## src/spc_pkg.sv

```systemverilog
// Shared constants and types for the serial port control block.
package spc_pkg;
	// ----------------------------------------------------------------
	// Register map
	// ----------------------------------------------------------------
	localparam int          ADDR_W     = 14;
	localparam int          DATA_W     = 32;
	localparam int          SEL_W      = 4;
	localparam logic [11:0] CTRL_IDX   = 12'hF62;
	localparam logic [11:0] RATE_IDX   = 12'hF64;
	localparam logic [11:0] STAT_IDX   = 12'hF65;
	localparam logic [7:0]  CTRL_RST   = 8'h00;
	localparam int          RATE_W_DEF = 16;

	// ----------------------------------------------------------------
	// Control fields
	// ----------------------------------------------------------------
	localparam int C_DIRQ = 7;
	localparam int C_ENHI = 6;
	localparam int C_RGC  = 5;
	localparam int C_PHS  = 4;
	localparam int C_CPOL = 3;
	localparam int C_OD   = 2;
	localparam int C_MSEL = 1;
	localparam int C_ENLO = 0;

	// ----------------------------------------------------------------
	// Status fields
	// ----------------------------------------------------------------
	localparam int S_TXE  = 0;
	localparam int S_RXNE = 1;
	localparam int S_UND  = 2;
	localparam int S_COL  = 3;
	localparam int S_ABRT = 4;
	localparam int S_OVR  = 5;
	localparam int S_TMO  = 6;

	typedef enum logic [1:0] {SPC_OFF, SPC_RX, SPC_TX, SPC_TRX} spc_mode_t;
endpackage

```

## src/spc_ctrl.sv

```systemverilog
// Serial port control register, rate generator, flag gating and pin steering.
module spc_ctrl
	import spc_pkg::*;
#(
	parameter int RATE_W = spc_pkg::RATE_W_DEF
) (
	// Clock and reset
	input  wire logic                      clk_i,
	input  wire logic                      rst_i,
	// Wishbone slave
	input  wire logic                      cyc_i,
	input  wire logic                      stb_i,
	input  wire logic                      we_i,
	input  wire logic [spc_pkg::ADDR_W-1:0] adr_i,
	input  wire logic [spc_pkg::SEL_W-1:0]  sel_i,
	input  wire logic [spc_pkg::DATA_W-1:0] dat_i,
	output logic      [spc_pkg::DATA_W-1:0] dat_o,
	output logic                           ack_o,
	// Shifter side
	input  wire logic                      tx_empty_i,
	input  wire logic                      rx_not_empty_i,
	input  wire logic                      tx_underrun_i,
	input  wire logic                      collision_i,
	input  wire logic                      rx_overrun_i,
	input  wire logic                      shift_out_i,
	input  wire logic                      sck_phase_i,
	input  wire logic                      ss_value_i,
	output logic                           tx_empty_flag_o,
	output logic                           rx_not_empty_flag_o,
	output logic                           rate_tick_o,
	output logic                           phase_o,
	output logic                           shift_in_o,
	output logic                           irq_o,
	// Serial pins
	input  wire logic                      sck_i,
	input  wire logic                      ss_n_i,
	input  wire logic                      mosi_i,
	input  wire logic                      miso_i,
	output logic                           sck_o,
	output logic                           sck_oe_n_o,
	output logic                           ss_o,
	output logic                           ss_oe_n_o,
	output logic                           mosi_o,
	output logic                           mosi_oe_n_o,
	output logic                           miso_o,
	output logic                           miso_oe_n_o
);
	import spc_pkg::*;

	if (RATE_W < 9 || RATE_W > 16) begin : g_chk
		$error("RATE_W must lie between 9 and 16");
	end

	// ----------------------------------------------------------------
	// State
	// ----------------------------------------------------------------
	logic [7:0]        ctrl_ff, nxt_ctrl;
	logic [RATE_W-1:0] reload_ff, nxt_reload;
	logic [RATE_W-1:0] cnt_ff, nxt_cnt;
	logic              abort_ff, nxt_abort;
	logic              tmo_ff, nxt_tmo;
	logic              sck_prev_ff, nxt_sck_prev;
	logic              ack_ff, nxt_ack;
	logic [31:0]       dat_ff, nxt_dat;
	logic              txe_ff, nxt_txe, rxne_ff, nxt_rxne, tick_ff, nxt_tick;
	logic              irq_ff, nxt_irq, phs_ff, nxt_phs, sin_ff, nxt_sin;
	logic [7:0]        pin_ff, nxt_pin;

	spc_mode_t mode;
	logic      master, rgc, gen_sck, gen_tmr, gen_wd, restart, expire;
	logic      tx_ok, rx_ok, req, wr, hit_ctrl, hit_rate, hit_stat;
	logic      sck_val, data_val;
	logic [6:0]  stat;
	logic [31:0] rdata;

	// ----------------------------------------------------------------
	// Decode
	// ----------------------------------------------------------------
	always_comb begin
		unique case ({ctrl_ff[C_ENHI], ctrl_ff[C_ENLO]})
			2'b00: mode = SPC_OFF;
			2'b01: mode = SPC_RX;
			2'b10: mode = SPC_TX;
			2'b11: mode = SPC_TRX;
		endcase
	end

	assign master  = ctrl_ff[C_MSEL];
	assign rgc     = ctrl_ff[C_RGC];
	assign tx_ok   = mode == SPC_TX || mode == SPC_TRX;
	assign rx_ok   = mode == SPC_RX || mode == SPC_TRX;
	assign gen_sck = mode != SPC_OFF && master;
	assign gen_tmr = mode == SPC_OFF && rgc;
	assign gen_wd  = mode != SPC_OFF && !master && rgc;
	// A clock edge or an idle select restarts the watchdog, so only a stall
	// inside a frame can time out.
	assign restart = gen_wd && (sck_i != sck_prev_ff || ss_n_i);
	assign expire  = (gen_sck || gen_tmr || gen_wd) && !restart
		&& cnt_ff == RATE_W'(1);

	assign req      = cyc_i && stb_i;
	assign wr       = req && we_i && ack_ff;
	assign hit_ctrl = adr_i == ADDR_W'({CTRL_IDX, 2'b00});
	assign hit_rate = adr_i == ADDR_W'({RATE_IDX, 2'b00});
	assign hit_stat = adr_i == ADDR_W'({STAT_IDX, 2'b00});
	assign stat     = {tmo_ff, rx_overrun_i, abort_ff, collision_i,
		tx_underrun_i, rxne_ff, txe_ff};

	// Reading the counter whole avoids mismatched halves while it runs.
	always_comb begin
		rdata = 32'h0000_0000;
		if (hit_ctrl) begin
			rdata[7:0] = ctrl_ff;
		end else if (hit_rate) begin
			rdata[RATE_W-1:0] = rgc ? cnt_ff : reload_ff;
		end else if (hit_stat) begin
			rdata[6:0] = stat;
		end
	end

	// ----------------------------------------------------------------
	// Registers, bus and generator
	// ----------------------------------------------------------------
	always_comb begin
		nxt_ctrl     = ctrl_ff;
		nxt_reload   = reload_ff;
		nxt_ack      = req && !ack_ff;
		nxt_dat      = (req && !ack_ff) ? rdata : dat_ff;
		nxt_sck_prev = sck_i;
		nxt_abort    = abort_ff;
		nxt_tmo      = tmo_ff;
		if (wr && hit_ctrl && sel_i[0]) begin
			nxt_ctrl = dat_i[7:0];
		end
		if (wr && hit_rate) begin
			if (sel_i[0]) begin
				nxt_reload[7:0] = dat_i[7:0];
			end
			if (sel_i[1]) begin
				nxt_reload[RATE_W-1:8] = dat_i[RATE_W-1:8];
			end
		end
		if (wr && hit_stat && sel_i[0]) begin
			nxt_abort = abort_ff && !dat_i[S_ABRT];
			nxt_tmo = tmo_ff && !dat_i[S_TMO];
		end
		// Set wins over a clear in the same cycle.
		if (expire && gen_wd) begin
			nxt_abort = 1'b1;
		end
		if (expire && gen_tmr) begin
			nxt_tmo = 1'b1;
		end
		// A stopped generator holds the reload, so it restarts a full period.
		if (!(gen_sck || gen_tmr || gen_wd) || restart || expire) begin
			nxt_cnt = reload_ff;
		end else begin
			nxt_cnt = cnt_ff - RATE_W'(1);
		end
	end

	always_ff @(posedge clk_i) begin
		if (rst_i) begin
			ctrl_ff     <= CTRL_RST;
			reload_ff   <= '0;
			cnt_ff      <= '0;
			abort_ff    <= 1'b0;
			tmo_ff      <= 1'b0;
			sck_prev_ff <= 1'b0;
			ack_ff      <= 1'b0;
			dat_ff      <= 32'h0000_0000;
		end else begin
			ctrl_ff     <= nxt_ctrl;
			reload_ff   <= nxt_reload;
			cnt_ff      <= nxt_cnt;
			abort_ff    <= nxt_abort;
			tmo_ff      <= nxt_tmo;
			sck_prev_ff <= nxt_sck_prev;
			ack_ff      <= nxt_ack;
			dat_ff      <= nxt_dat;
		end
	end

	// ----------------------------------------------------------------
	// Flags, request and pins
	// ----------------------------------------------------------------
	assign sck_val  = sck_phase_i ^ ctrl_ff[C_CPOL];
	assign data_val = tx_ok ? shift_out_i : 1'b1;

	always_comb begin
		nxt_txe  = tx_empty_i && tx_ok;
		nxt_rxne = rx_not_empty_i && rx_ok;
		nxt_tick = expire && gen_sck;
		nxt_phs  = ctrl_ff[C_PHS];
		nxt_sin  = master ? miso_i : mosi_i;
		nxt_irq  = tx_underrun_i || collision_i || rx_overrun_i || abort_ff
			|| tmo_ff
			|| (ctrl_ff[C_DIRQ] && (nxt_txe || nxt_rxne));
		// Pin order: sck, ss, mosi, miso; value then active-low enable.
		nxt_pin = {sck_val, 1'b1, ss_value_i, 1'b1, data_val, 1'b1, data_val, 1'b1};
		if (mode != SPC_OFF && master) begin
			nxt_pin[6] = 1'b0;
			nxt_pin[4] = 1'b0;
			nxt_pin[2] = 1'b0;
		end else if (mode != SPC_OFF) begin
			nxt_pin[0] = 1'b0;
		end
		// Open drain only pulls low; a high level is left to the pull-up.
		if (ctrl_ff[C_OD]) begin
			nxt_pin[6] = nxt_pin[6] || sck_val;
			nxt_pin[4] = nxt_pin[4] || ss_value_i;
			nxt_pin[2] = nxt_pin[2] || data_val;
			nxt_pin[0] = nxt_pin[0] || data_val;
		end
	end

	always_ff @(posedge clk_i) begin
		if (rst_i) begin
			txe_ff  <= 1'b0;
			rxne_ff <= 1'b0;
			tick_ff <= 1'b0;
			phs_ff  <= 1'b0;
			sin_ff  <= 1'b0;
			irq_ff  <= 1'b0;
			pin_ff  <= 8'h55;
		end else begin
			txe_ff  <= nxt_txe;
			rxne_ff <= nxt_rxne;
			tick_ff <= nxt_tick;
			phs_ff  <= nxt_phs;
			sin_ff  <= nxt_sin;
			irq_ff  <= nxt_irq;
			pin_ff  <= nxt_pin;
		end
	end

	assign dat_o               = dat_ff;
	assign ack_o               = ack_ff;
	assign tx_empty_flag_o     = txe_ff;
	assign rx_not_empty_flag_o = rxne_ff;
	assign rate_tick_o         = tick_ff;
	assign phase_o             = phs_ff;
	assign shift_in_o          = sin_ff;
	assign irq_o               = irq_ff;
	assign {sck_o, sck_oe_n_o, ss_o, ss_oe_n_o} = pin_ff[7:4];
	assign {mosi_o, mosi_oe_n_o, miso_o, miso_oe_n_o} = pin_ff[3:0];
endmodule

```

## config.mk

```make
export PLATFORM = sky130hd
export DESIGN_NAME = spc_ctrl
export DESIGN_NICKNAME = d
export VERILOG_FILES = /design/src/spc_pkg.sv /design/src/spc_ctrl.sv
export SDC_FILE = /design/constraint.sdc
export NUM_CORES = 1
export LEC_CHECK = 0
export BUFFER_PORTS_ARGS = -buffer_cell sky130_fd_sc_hd__buf_2
export CAP_MARGIN = 20
export CORE_MARGIN = 8
export CORE_UTILIZATION = 46
export DETAILED_ROUTE_END_ITERATION = 8
export HOLD_SLACK_MARGIN = 0.03
export PLACE_DENSITY_LB_ADDON = 0.3
export SLEW_MARGIN = 20
export SYNTH_ARGS = -nofsm -noshare
export SYNTH_HDL_FRONTEND = slang
export SYNTH_SLANG_ARGS = --single-unit
```

## constraint.sdc

```tcl
create_clock -name clk_i -period 2.1 [get_ports clk_i]
set_input_delay 0 -clock clk_i [delete_from_list [all_inputs] [get_ports clk_i]]
set_output_delay 0 -clock clk_i [all_outputs]
set_load 0.03 [all_outputs]
```

==> results.yml, run 1 <==
status:
  status: "completed"
detailed_routing:
  totalWireLength_mm: 10.2
  antenna_left: 0
  vias: 3455
  first_pass_iters: 5
  first_iter_violations: 134
  post_drt_via_cell_ratio: 5.48
  remaining_drc_errors: 0
  wl_per_cell_um: 16.2
worst_setup_path:
  path_max_fanout: 6
  critical_path_class: "register to register"
  cp_data_arrival_time_ns: 2.24
  cp-start-kind: "register"
  cp-end-kind: "register"
  cp.required_ns: 2.35
timing:
  fin_skew_ns: 0.00826
  hold_viol: 0
  min_period_over_period: 0.949
  fmax_mhz: 502
  slew_headroom: 0.664
  drv_slew: 0
  period_needed_ns: 1.99
  setup_viol: 0
  worst_slew_pin_slew_ns: 0.503
synthesis:
  ys.flop_type: "dfxtp_1"
  ys_seq_elements: 73
  yosys.area_share.simple: 0.216
  synth_xor_area_frac: 0.0344
  synth_fa_ha_area_frac: 0.00703
  synth_edf_count: 0
  async_flop_share: 0
  synthCells: 422
  syn_area_um2: 3560
  synth.largest_area_cell: "dfxtp_1"
  synthMuxAreaShare: 0.0531
  synth_area_leaders: "dfxtp_1 (41%), a21oi_1 (8.2%), nand3_1 (5.6%)"
  ys_types: 50
  ys_seq_area_frac: 0.410
  synth_top_family_by_area: "simple AND/OR/NAND/NOR gates"
  syn_area_per_cell_um2: 8.44
  yosysWarnings: 0
  synth_compound_area_frac: 0.194
  netlist.area_leader.share: 0.410
clock_network:
  clk_latency_ns: 0.35
  cts_tree: "yes"
  htree_levels: 3
  clockBufferDepth: 2
  cts_made_buffers: 9
  root_buffer: "clkbuf_8"
  cts_num_sinks: 73
  clkTransAtPathRegs_ns: 0.07
  post_cts_buffers: 0
pwr:
  ir_worst_vdd_uv: 454
  p_per_area_nw_per_um2: 628
  p_total_uw: 2850
  p_leak_uw: 0.00183
placed_design:
  port_buffers: 79
  placed_cells: 586
  dp_hpwl_mm: 7.03
  gp_congestion: 0.812
cells_and_area:
  nNetsFinal: 593
  fin_cells: 630
  final_cell_mix: "buf_2 (79), dfxtp_1 (73), a21oi_1 (58)"
  drive_above_1_share: 0.271
  area_growth_pct: 27.3
  layout_commonest_cell: "buf_2"
  fillers: 673
  diodes: 0
floorplanning:
  core_um2: 7610
  start_util: 0.468
  die_w_um: 104
  die_h_um: 104
  ios: 114
  rows: 32
  dieArea_um2: 10800
global_route:
  grt_pass1_vias: 3456
  gr-total-overflow: 0
  grt_pass1_wl_mm: 17.2
  antenna_found_initial: 0
  grt_max_degree: 31
  grt.total_usage: 0.190
run:
  cap_violations: 0
hold_path:
  min_path_type: "input port to register"
[critical path, stage by stage (launching register included)]
cell	delay, ns
dfxtp_1	0.32
inv_1	0.07
ha_1	0.19
or4b_2	0.72
nor3_1	0.23
xnor2_1	0.10
a211oi_1	0.27
[cells in the mapped netlist, drive strengths merged, types with 2 or more instances]
cell type	n
dfxtp	73
a21oi	58
nand3	40
o21ai	33
buf	27
nand2	27
clkbuf	23
a211oi	15
mux2	15
nor2	14
nor4	10
a31oi	8
xnor2	8
inv	6
nor2b	6
nor3	6
or4	6
xor2	6
nand4	5
and2	3
nand3b	3
or2	3
or3b	3
a311oi	2
and4	2
ha	2
mux2i	2
nand2b	2
o211ai	2
or3	2
or4b	2
[logic make-up (layout without fill, tap and decap cells)]
kind of cell / count (synthesis) / count (layout)
AND/OR/NAND/NOR: 137 / 137
XOR/XNOR: 14 / 14
AO/OA/AOI/OAI: 122 / 122
multiplexers: 17 / 17
adder cells (fa/ha/maj): 2 / 2
other: 1 / 16
buffers and inverters: 56 / 147
flip-flops: 73 / 73
[registers in the layout (all words and copies together) (netlist names), 7 cells and up]
register / flops
cnt_ff: 16
reload_ff: 16
ctrl_ff: 8
pin_ff: 7
dat_o: 16
[what timing repair did]
action,4_1_cts,5_1_grt
endpoints found under the hold margin,42,0
resized for setup,0,3
hold buffers,29,0
endpoints found under the setup margin,0,2
[cell type report]
cell class / count / area [um2] / share of cell area
clock inverter: 5 / 81.3 / 0.0179
multi-input combinational: 308 / 1880 / 0.415
clock buffer: 10 / 128 / 0.0281
timing repair buffer: 126 / 833 / 0.184
tap: 102 / 128 / 0.0281
sequential: 73 / 1460 / 0.322
inverter: 6 / 22.5 / 0.00497
[metal layers]
layer | global-route usage | vias up | share of wire
met5 | 0 | - | 0
met4 | 0.0600 | 0 | 0.019
met1 | 0.233 | 1608 | 0.42
met2 | 0.309 | 133 | 0.49
met3 | 0.0613 | 13 | 0.072
li1 | - | 1701 | -
[power by group]
group | internal, uW | total, uW | switching, uW | leakage, uW
clock | 663 | 1180 | 518 | 0.000102
combinational | 101 | 262 | 161 | 0.00114
sequential | 1400 | 1410 | 6.56 | 0.000591
[path summary, 6_finish.rpt]
path              from    endpoint  slack [ns]  cells past startpoint
max          cnt_ff[1]  cnt_ff[10]        0.11                      6
min           adr_i[2]    dat_o[3]        0.04                      3
max reg2reg  cnt_ff[1]  cnt_ff[10]        0.11                      6
min reg2reg  dat_o[11]   dat_o[11]        0.45                      2
[stage by stage]
stage | setup slack, ns | setup TNS, ns | hold slack (ns) | area (um2) | utilization
floorplan | 0.123 | 0 | 0.110 | 3620 | -
global placement | 0.181 | 0 | 0.210 | 4020 | 0.528
detailed placement | 0.106 | 0 | 0.221 | 4020 | 0.528
CTS | 0.0851 | 0 | 0.0346 | 4520 | 0.594
global route | -0.0138 | -0.0138 | 0.0580 | 4530 | 0.596
finish | 0.107 | 0 | 0.0446 | 4530 | 0.596
Power figures use the tool's default switching activity.
==> run 2: changes to the inputs <==
==> constraint.sdc (replaced) <==
create_clock -name clk_i -period 2.1 [get_ports clk_i]
set_input_delay 0.315 -clock clk_i [delete_from_list [all_inputs] [get_ports clk_i]]
set_output_delay 0.315 -clock clk_i [all_outputs]
set_load 0.03 [all_outputs]
==> run 2 against run 1 <==
Final cell count shrank 3.8%. Die area is the same. Combinational power shrank 14%. Setup slack gained 0.034 ns. Clock skew grew 0.0050 ns. Sequential power is essentially flat. Fmax grew 1.7%. Clock-buffer cell count shrank 1. Largest cell class unchanged. Largest power group unchanged.
==> results.yml, run 2 (synthesized netlist as in run 1, its figures left out) <==
timing:
  drv_slew: 0
  slew_headroom: 0.564
  hold_viol: 0
  setup_viol: 0
  fin_skew_ns: 0.0132
  rsz0062_at_grt: "false"
  finalWorstSetupSlack_ns: 0.141
  period_needed_ns: 1.96
  fmax_mhz: 510
  worst_slew_pin_slew_ns: 0.655
  min_period_over_period: 0.933
worst_setup_path:
  cp.required_ns: 2.36
  path_max_fanout: 6
  cp_data_arrival_time_ns: 2.22
  cp-start-kind: "register"
  cp-end-kind: "register"
  critical_path_class: "register to register"
cells_and_area:
  layout_commonest_cell: "buf_2"
  seq_area_um2: 1460
  fillers: 731
  stdcell_area_um2: 4310
  multi_input_area_um2: 1880
  final_cell_mix: "buf_2 (79), dfxtp_1 (73), a21oi_1 (58)"
  diodes: 0
  drive_above_1_share: 0.296
  nNetsFinal: 568
  area_growth_pct: 21.1
detailed_routing:
  post_drt_via_cell_ratio: 5.59
  remaining_drc_errors: 0
  first_pass_iters: 5
  vias: 3388
  met2WireLength_mm: 4.81
  highest_layer: "met4"
  wl_met1_mm: 4.20
  totalWireLength_mm: 9.89
  wl_met3_um: 667
  antenna_left: 0
  wl_per_cell_um: 16.3
  first_iter_violations: 154
global_route:
  grt.total_usage: 0.181
  antenna_found_initial: 0
  grt_pass1_vias: 3330
  gr-total-overflow: 0
  grt_max_degree: 54
  grt_pass1_wl_mm: 16.5
clock_network:
  cts_num_sinks: 73
  root_buffer: "clkbuf_8"
  cts_tree: "yes"
  clk_latency_ns: 0.35
  post_cts_buffers: 0
  cts_made_buffers: 9
  clkTransAtPathRegs_ns: 0.08
  htree_levels: 3
  clockBufferDepth: 2
hold_path:
  min_path_type: "input port to register"
placed_design:
  place_area_um2: 4050
  port_buffers: 79
  dp_hpwl_mm: 7.18
  pre_cts_ws_ns: -0.0316
  gp_congestion: 0.843
floorplanning:
  die_w_um: 104
  dieArea_um2: 10800
  ios: 114
  core_um2: 7610
  start_util: 0.468
  die_h_um: 104
  rows: 32
pwr:
  p_per_area_nw_per_um2: 696
  ir_worst_vdd_uv: 510
  p_leak_uw: 0.00175
run:
  cap_violations: 0
status:
  status: "completed"
[run 2: cell type report]
type                       count  share of cell area
timing repair buffer         101               0.133
tap                          102              0.0296
clock inverter                 7              0.0287
inverter                       6             0.00522
clock buffer                   9              0.0287
multi-input combinational    308               0.436
sequential                    73               0.339
[run 2: per-stage QoR]
step                total power [uW]  setup TNS [ns]  hold WS (ns)  instances   util
finish                          3000               0         0.186        606  0.567
global route                    3100               0         0.164        606  0.567
CTS                             3010               0         0.173        606  0.565
detailed placement              1660          -0.274         0.440        590  0.532
global placement                1660               0         0.439        590  0.532
floorplan                       1600               0         0.425        437      -
[run 2: power breakdown]
group | internal, uW | switching (uW) | total (uW) | leakage, uW
Clock | 802 | 567 | 1370 | 0.000121
Sequential | 1400 | 6.87 | 1410 | 0.000591
Combinational | 70.7 | 154 | 225 | 0.00104
Total | 2270 | 728 | 3000 | 0.00175
[run 2: worst paths after layout]
path | start | slack, ns | cells past startpoint | endpoint
min | ss_value_i | 0.19 | 3 | pin_ff[4]
min reg2reg | dat_o[8] | 0.45 | 2 | dat_o[8]
max | cnt_ff[1] | 0.14 | 6 | cnt_ff[14]
max reg2reg | cnt_ff[1] | 0.14 | 6 | cnt_ff[14]
[run 2: worst max-delay path: stages, from the launching register on]
cell	delay (ns)
dfxtp_1	0.31
inv_1	0.08
ha_1	0.16
or4b_2	0.72
nor4_2	0.23
xnor2_1	0.11
a211oi_1	0.26
[run 2: metal layers]
| metal | up-vias | global-route usage |
|---|---|---|
| li1 | 1643 | - |
| met1 | 1606 | 0.224 |
| met2 | 123 | 0.296 |
| met3 | 16 | 0.0514 |
| met4 | 0 | 0.0600 |
| met5 | - | 0 |
[run 2: timing repair]
item | 4_1_cts | 5_1_grt
setup endpoints to repair | 0 | 16
resized for setup | 0 | 4
hold buffers | 0 | 0
==> run 3: changes to the inputs <==
CORE_UTILIZATION = 48   (was 46)
CTS_BUF_LIST = sky130_fd_sc_hd__clkbuf_4 sky130_fd_sc_hd__clkbuf_8   (was not set)
==> run 3 against run 2 <==
Wire length up 2.5%. First-iteration DRC count is 6.5% higher. Non-clock buffer count grew 7. Critical path depth did not move. Clock-buffer cell count unchanged. Cell area barely moved. Clock power is 11% lower. Sequential power is essentially flat. Global-route usage is 1.8 points higher. Sequential share of layout area hardly changed. Die area fell by 3.5%.
==> results.yml, run 3 (synthesized netlist as in run 1, its figures left out) <==
detailed_routing:
  vias: 3397
  post_drt_via_cell_ratio: 5.57
  first_pass_iters: 4
  remaining_drc_errors: 0
  wl_per_cell_um: 16.6
  first_iter_violations: 164
  totalWireLength_mm: 10.1
  antenna_left: 0
clock_network:
  clockBufferDepth: 2
  cts_hold_buf: 0
  root_buffer: "clkbuf_8"
  cts_tree: "yes"
  cts_made_buffers: 9
  htree_levels: 3
  post_cts_buffers: 0
  clk_latency_ns: 0.36
  clkTransAtPathRegs_ns: 0.08
  cts_num_sinks: 73
timing:
  rsz0062_at_grt: "false"
  tns_ns: 0
  drv_slew: 0
  setup_viol: 0
  fin_skew_ns: 0.00963
  finalWorstSetupSlack_ns: 0.163
  fmax_mhz: 516
  hold_viol: 0
  min_period_over_period: 0.923
  period_needed_ns: 1.94
hold_path:
  min-delay-start: "ss_value_i"
  min_path_type: "input port to register"
  worstHoldPathCells: 3
  min_to: "pin_ff[4]"
cells_and_area:
  layout_commonest_cell: "buf_2"
  drive_above_1_share: 0.301
  area_growth_pct: 21.0
  final_cell_mix: "buf_2 (79), dfxtp_1 (73), a21oi_1 (58)"
  nNetsFinal: 575
  diodes: 0
  fillers: 684
floorplanning:
  ios: 114
  rows: 31
  start_util: 0.494
  dieArea_um2: 10400
  die_w_um: 102
  die_h_um: 102
  core_um2: 7210
worst_setup_path:
  rr_worst_depth: 6
  cp.required_ns: 2.37
  critical_path_class: "register to register"
  cp-start-kind: "register"
  reg2reg_to: "cnt_ff[12]"
  worstReg2RegStart: "cnt_ff[1]"
  path_max_fanout: 5
  cp_data_arrival_time_ns: 2.21
  r2r_slack_ns: 0.16
  cp-end-kind: "register"
global_route:
  antenna_found_initial: 0
  grt_max_degree: 24
  gr-total-overflow: 0
  grt.total_usage: 0.199
  grt_pass1_vias: 3359
  grt_pass1_wl_mm: 16.5
placed_design:
  port_buffers: 79
  dp_hpwl_mm: 7.43
  pre_cts_ws_ns: -0.0397
  gp_congestion: 0.871
pwr:
  p_per_area_nw_per_um2: 663
  ir_worst_vdd_uv: 522
  p_leak_uw: 0.00176
  p_total_uw: 2860
run:
  cap_violations: 0
status:
  status: "completed"
run 3: changes by cell type in the layout (fill, tap and decap cells not counted), sizes merged:
cell    before  now
inv          9    6
clkinv       0    4
bufinv       3    2
buf        101  108
run 3: worst max-delay path: stages, from the launching register on:
cell,delay [ns]
dfxtp_1,0.32
inv_1,0.08
ha_1,0.17
or4b_2,0.68
nor4_1,0.29
xnor2_1,0.10
a211oi_1,0.21
run 3: routing by layer:
metal / vias up / global-route usage / part of all wire
met5: - / 0 / 0
met4: 0 / 0.0734 / 0.019
met2: 121 / 0.325 / 0.48
li1: 1652 / - / -
met3: 18 / 0.0463 / 0.066
met1: 1606 / 0.248 / 0.44
run 3: area by class of cell:
cell class,count,area (um2),area share
Tap cell,99,124,0.0287
Timing Repair Buffer,108,613,0.142
Multi-Input combinational cell,308,1870,0.434
Sequential cell,73,1460,0.339
Clock buffer,9,124,0.0287
Inverter,6,22.5,0.00523
Clock inverter,7,95.1,0.0221
run 3: how the worst max path moves through the flow:
stage	slack [ns]	from	cells past startpoint	to
detailed placement	-0.04	adr_i[1]	6	reload_ff[11]
global placement	0.004	adr_i[1]	5	ctrl_ff[1]
floorplan	0.01	adr_i[1]	7	reload_ff[0]
finish	0.16	cnt_ff[1]	6	cnt_ff[12]
CTS	0.12	cnt_ff[1]	6	cnt_ff[14]
global route	0.02	cnt_ff[1]	6	cnt_ff[12]
run 3: timing repair:
action / 4_1_cts / 5_1_grt
gates resized for setup: 0 / 1
endpoints found under the hold margin: 0 / 0
endpoints found under the setup margin: 0 / 1
run 3: metrics by stage:
step           hold WS [ns]  cell area [um2]  std cells   util
2_1_floorplan         0.425             3620        437      -
3_3_place_gp          0.440             4080        594  0.566
3_5_place_dp          0.447             4080        594  0.566
4_1_cts               0.156             4300        610  0.596
5_1_grt               0.183             4310        610  0.597
6_report              0.167             4310        610  0.597
run 3: power breakdown:
group          internal (uW)  switching (uW)  total [uW]
clock network            668             553        1220
registers               1400            6.60        1410
logic                   72.4             157         229
total                   2140             716        2860
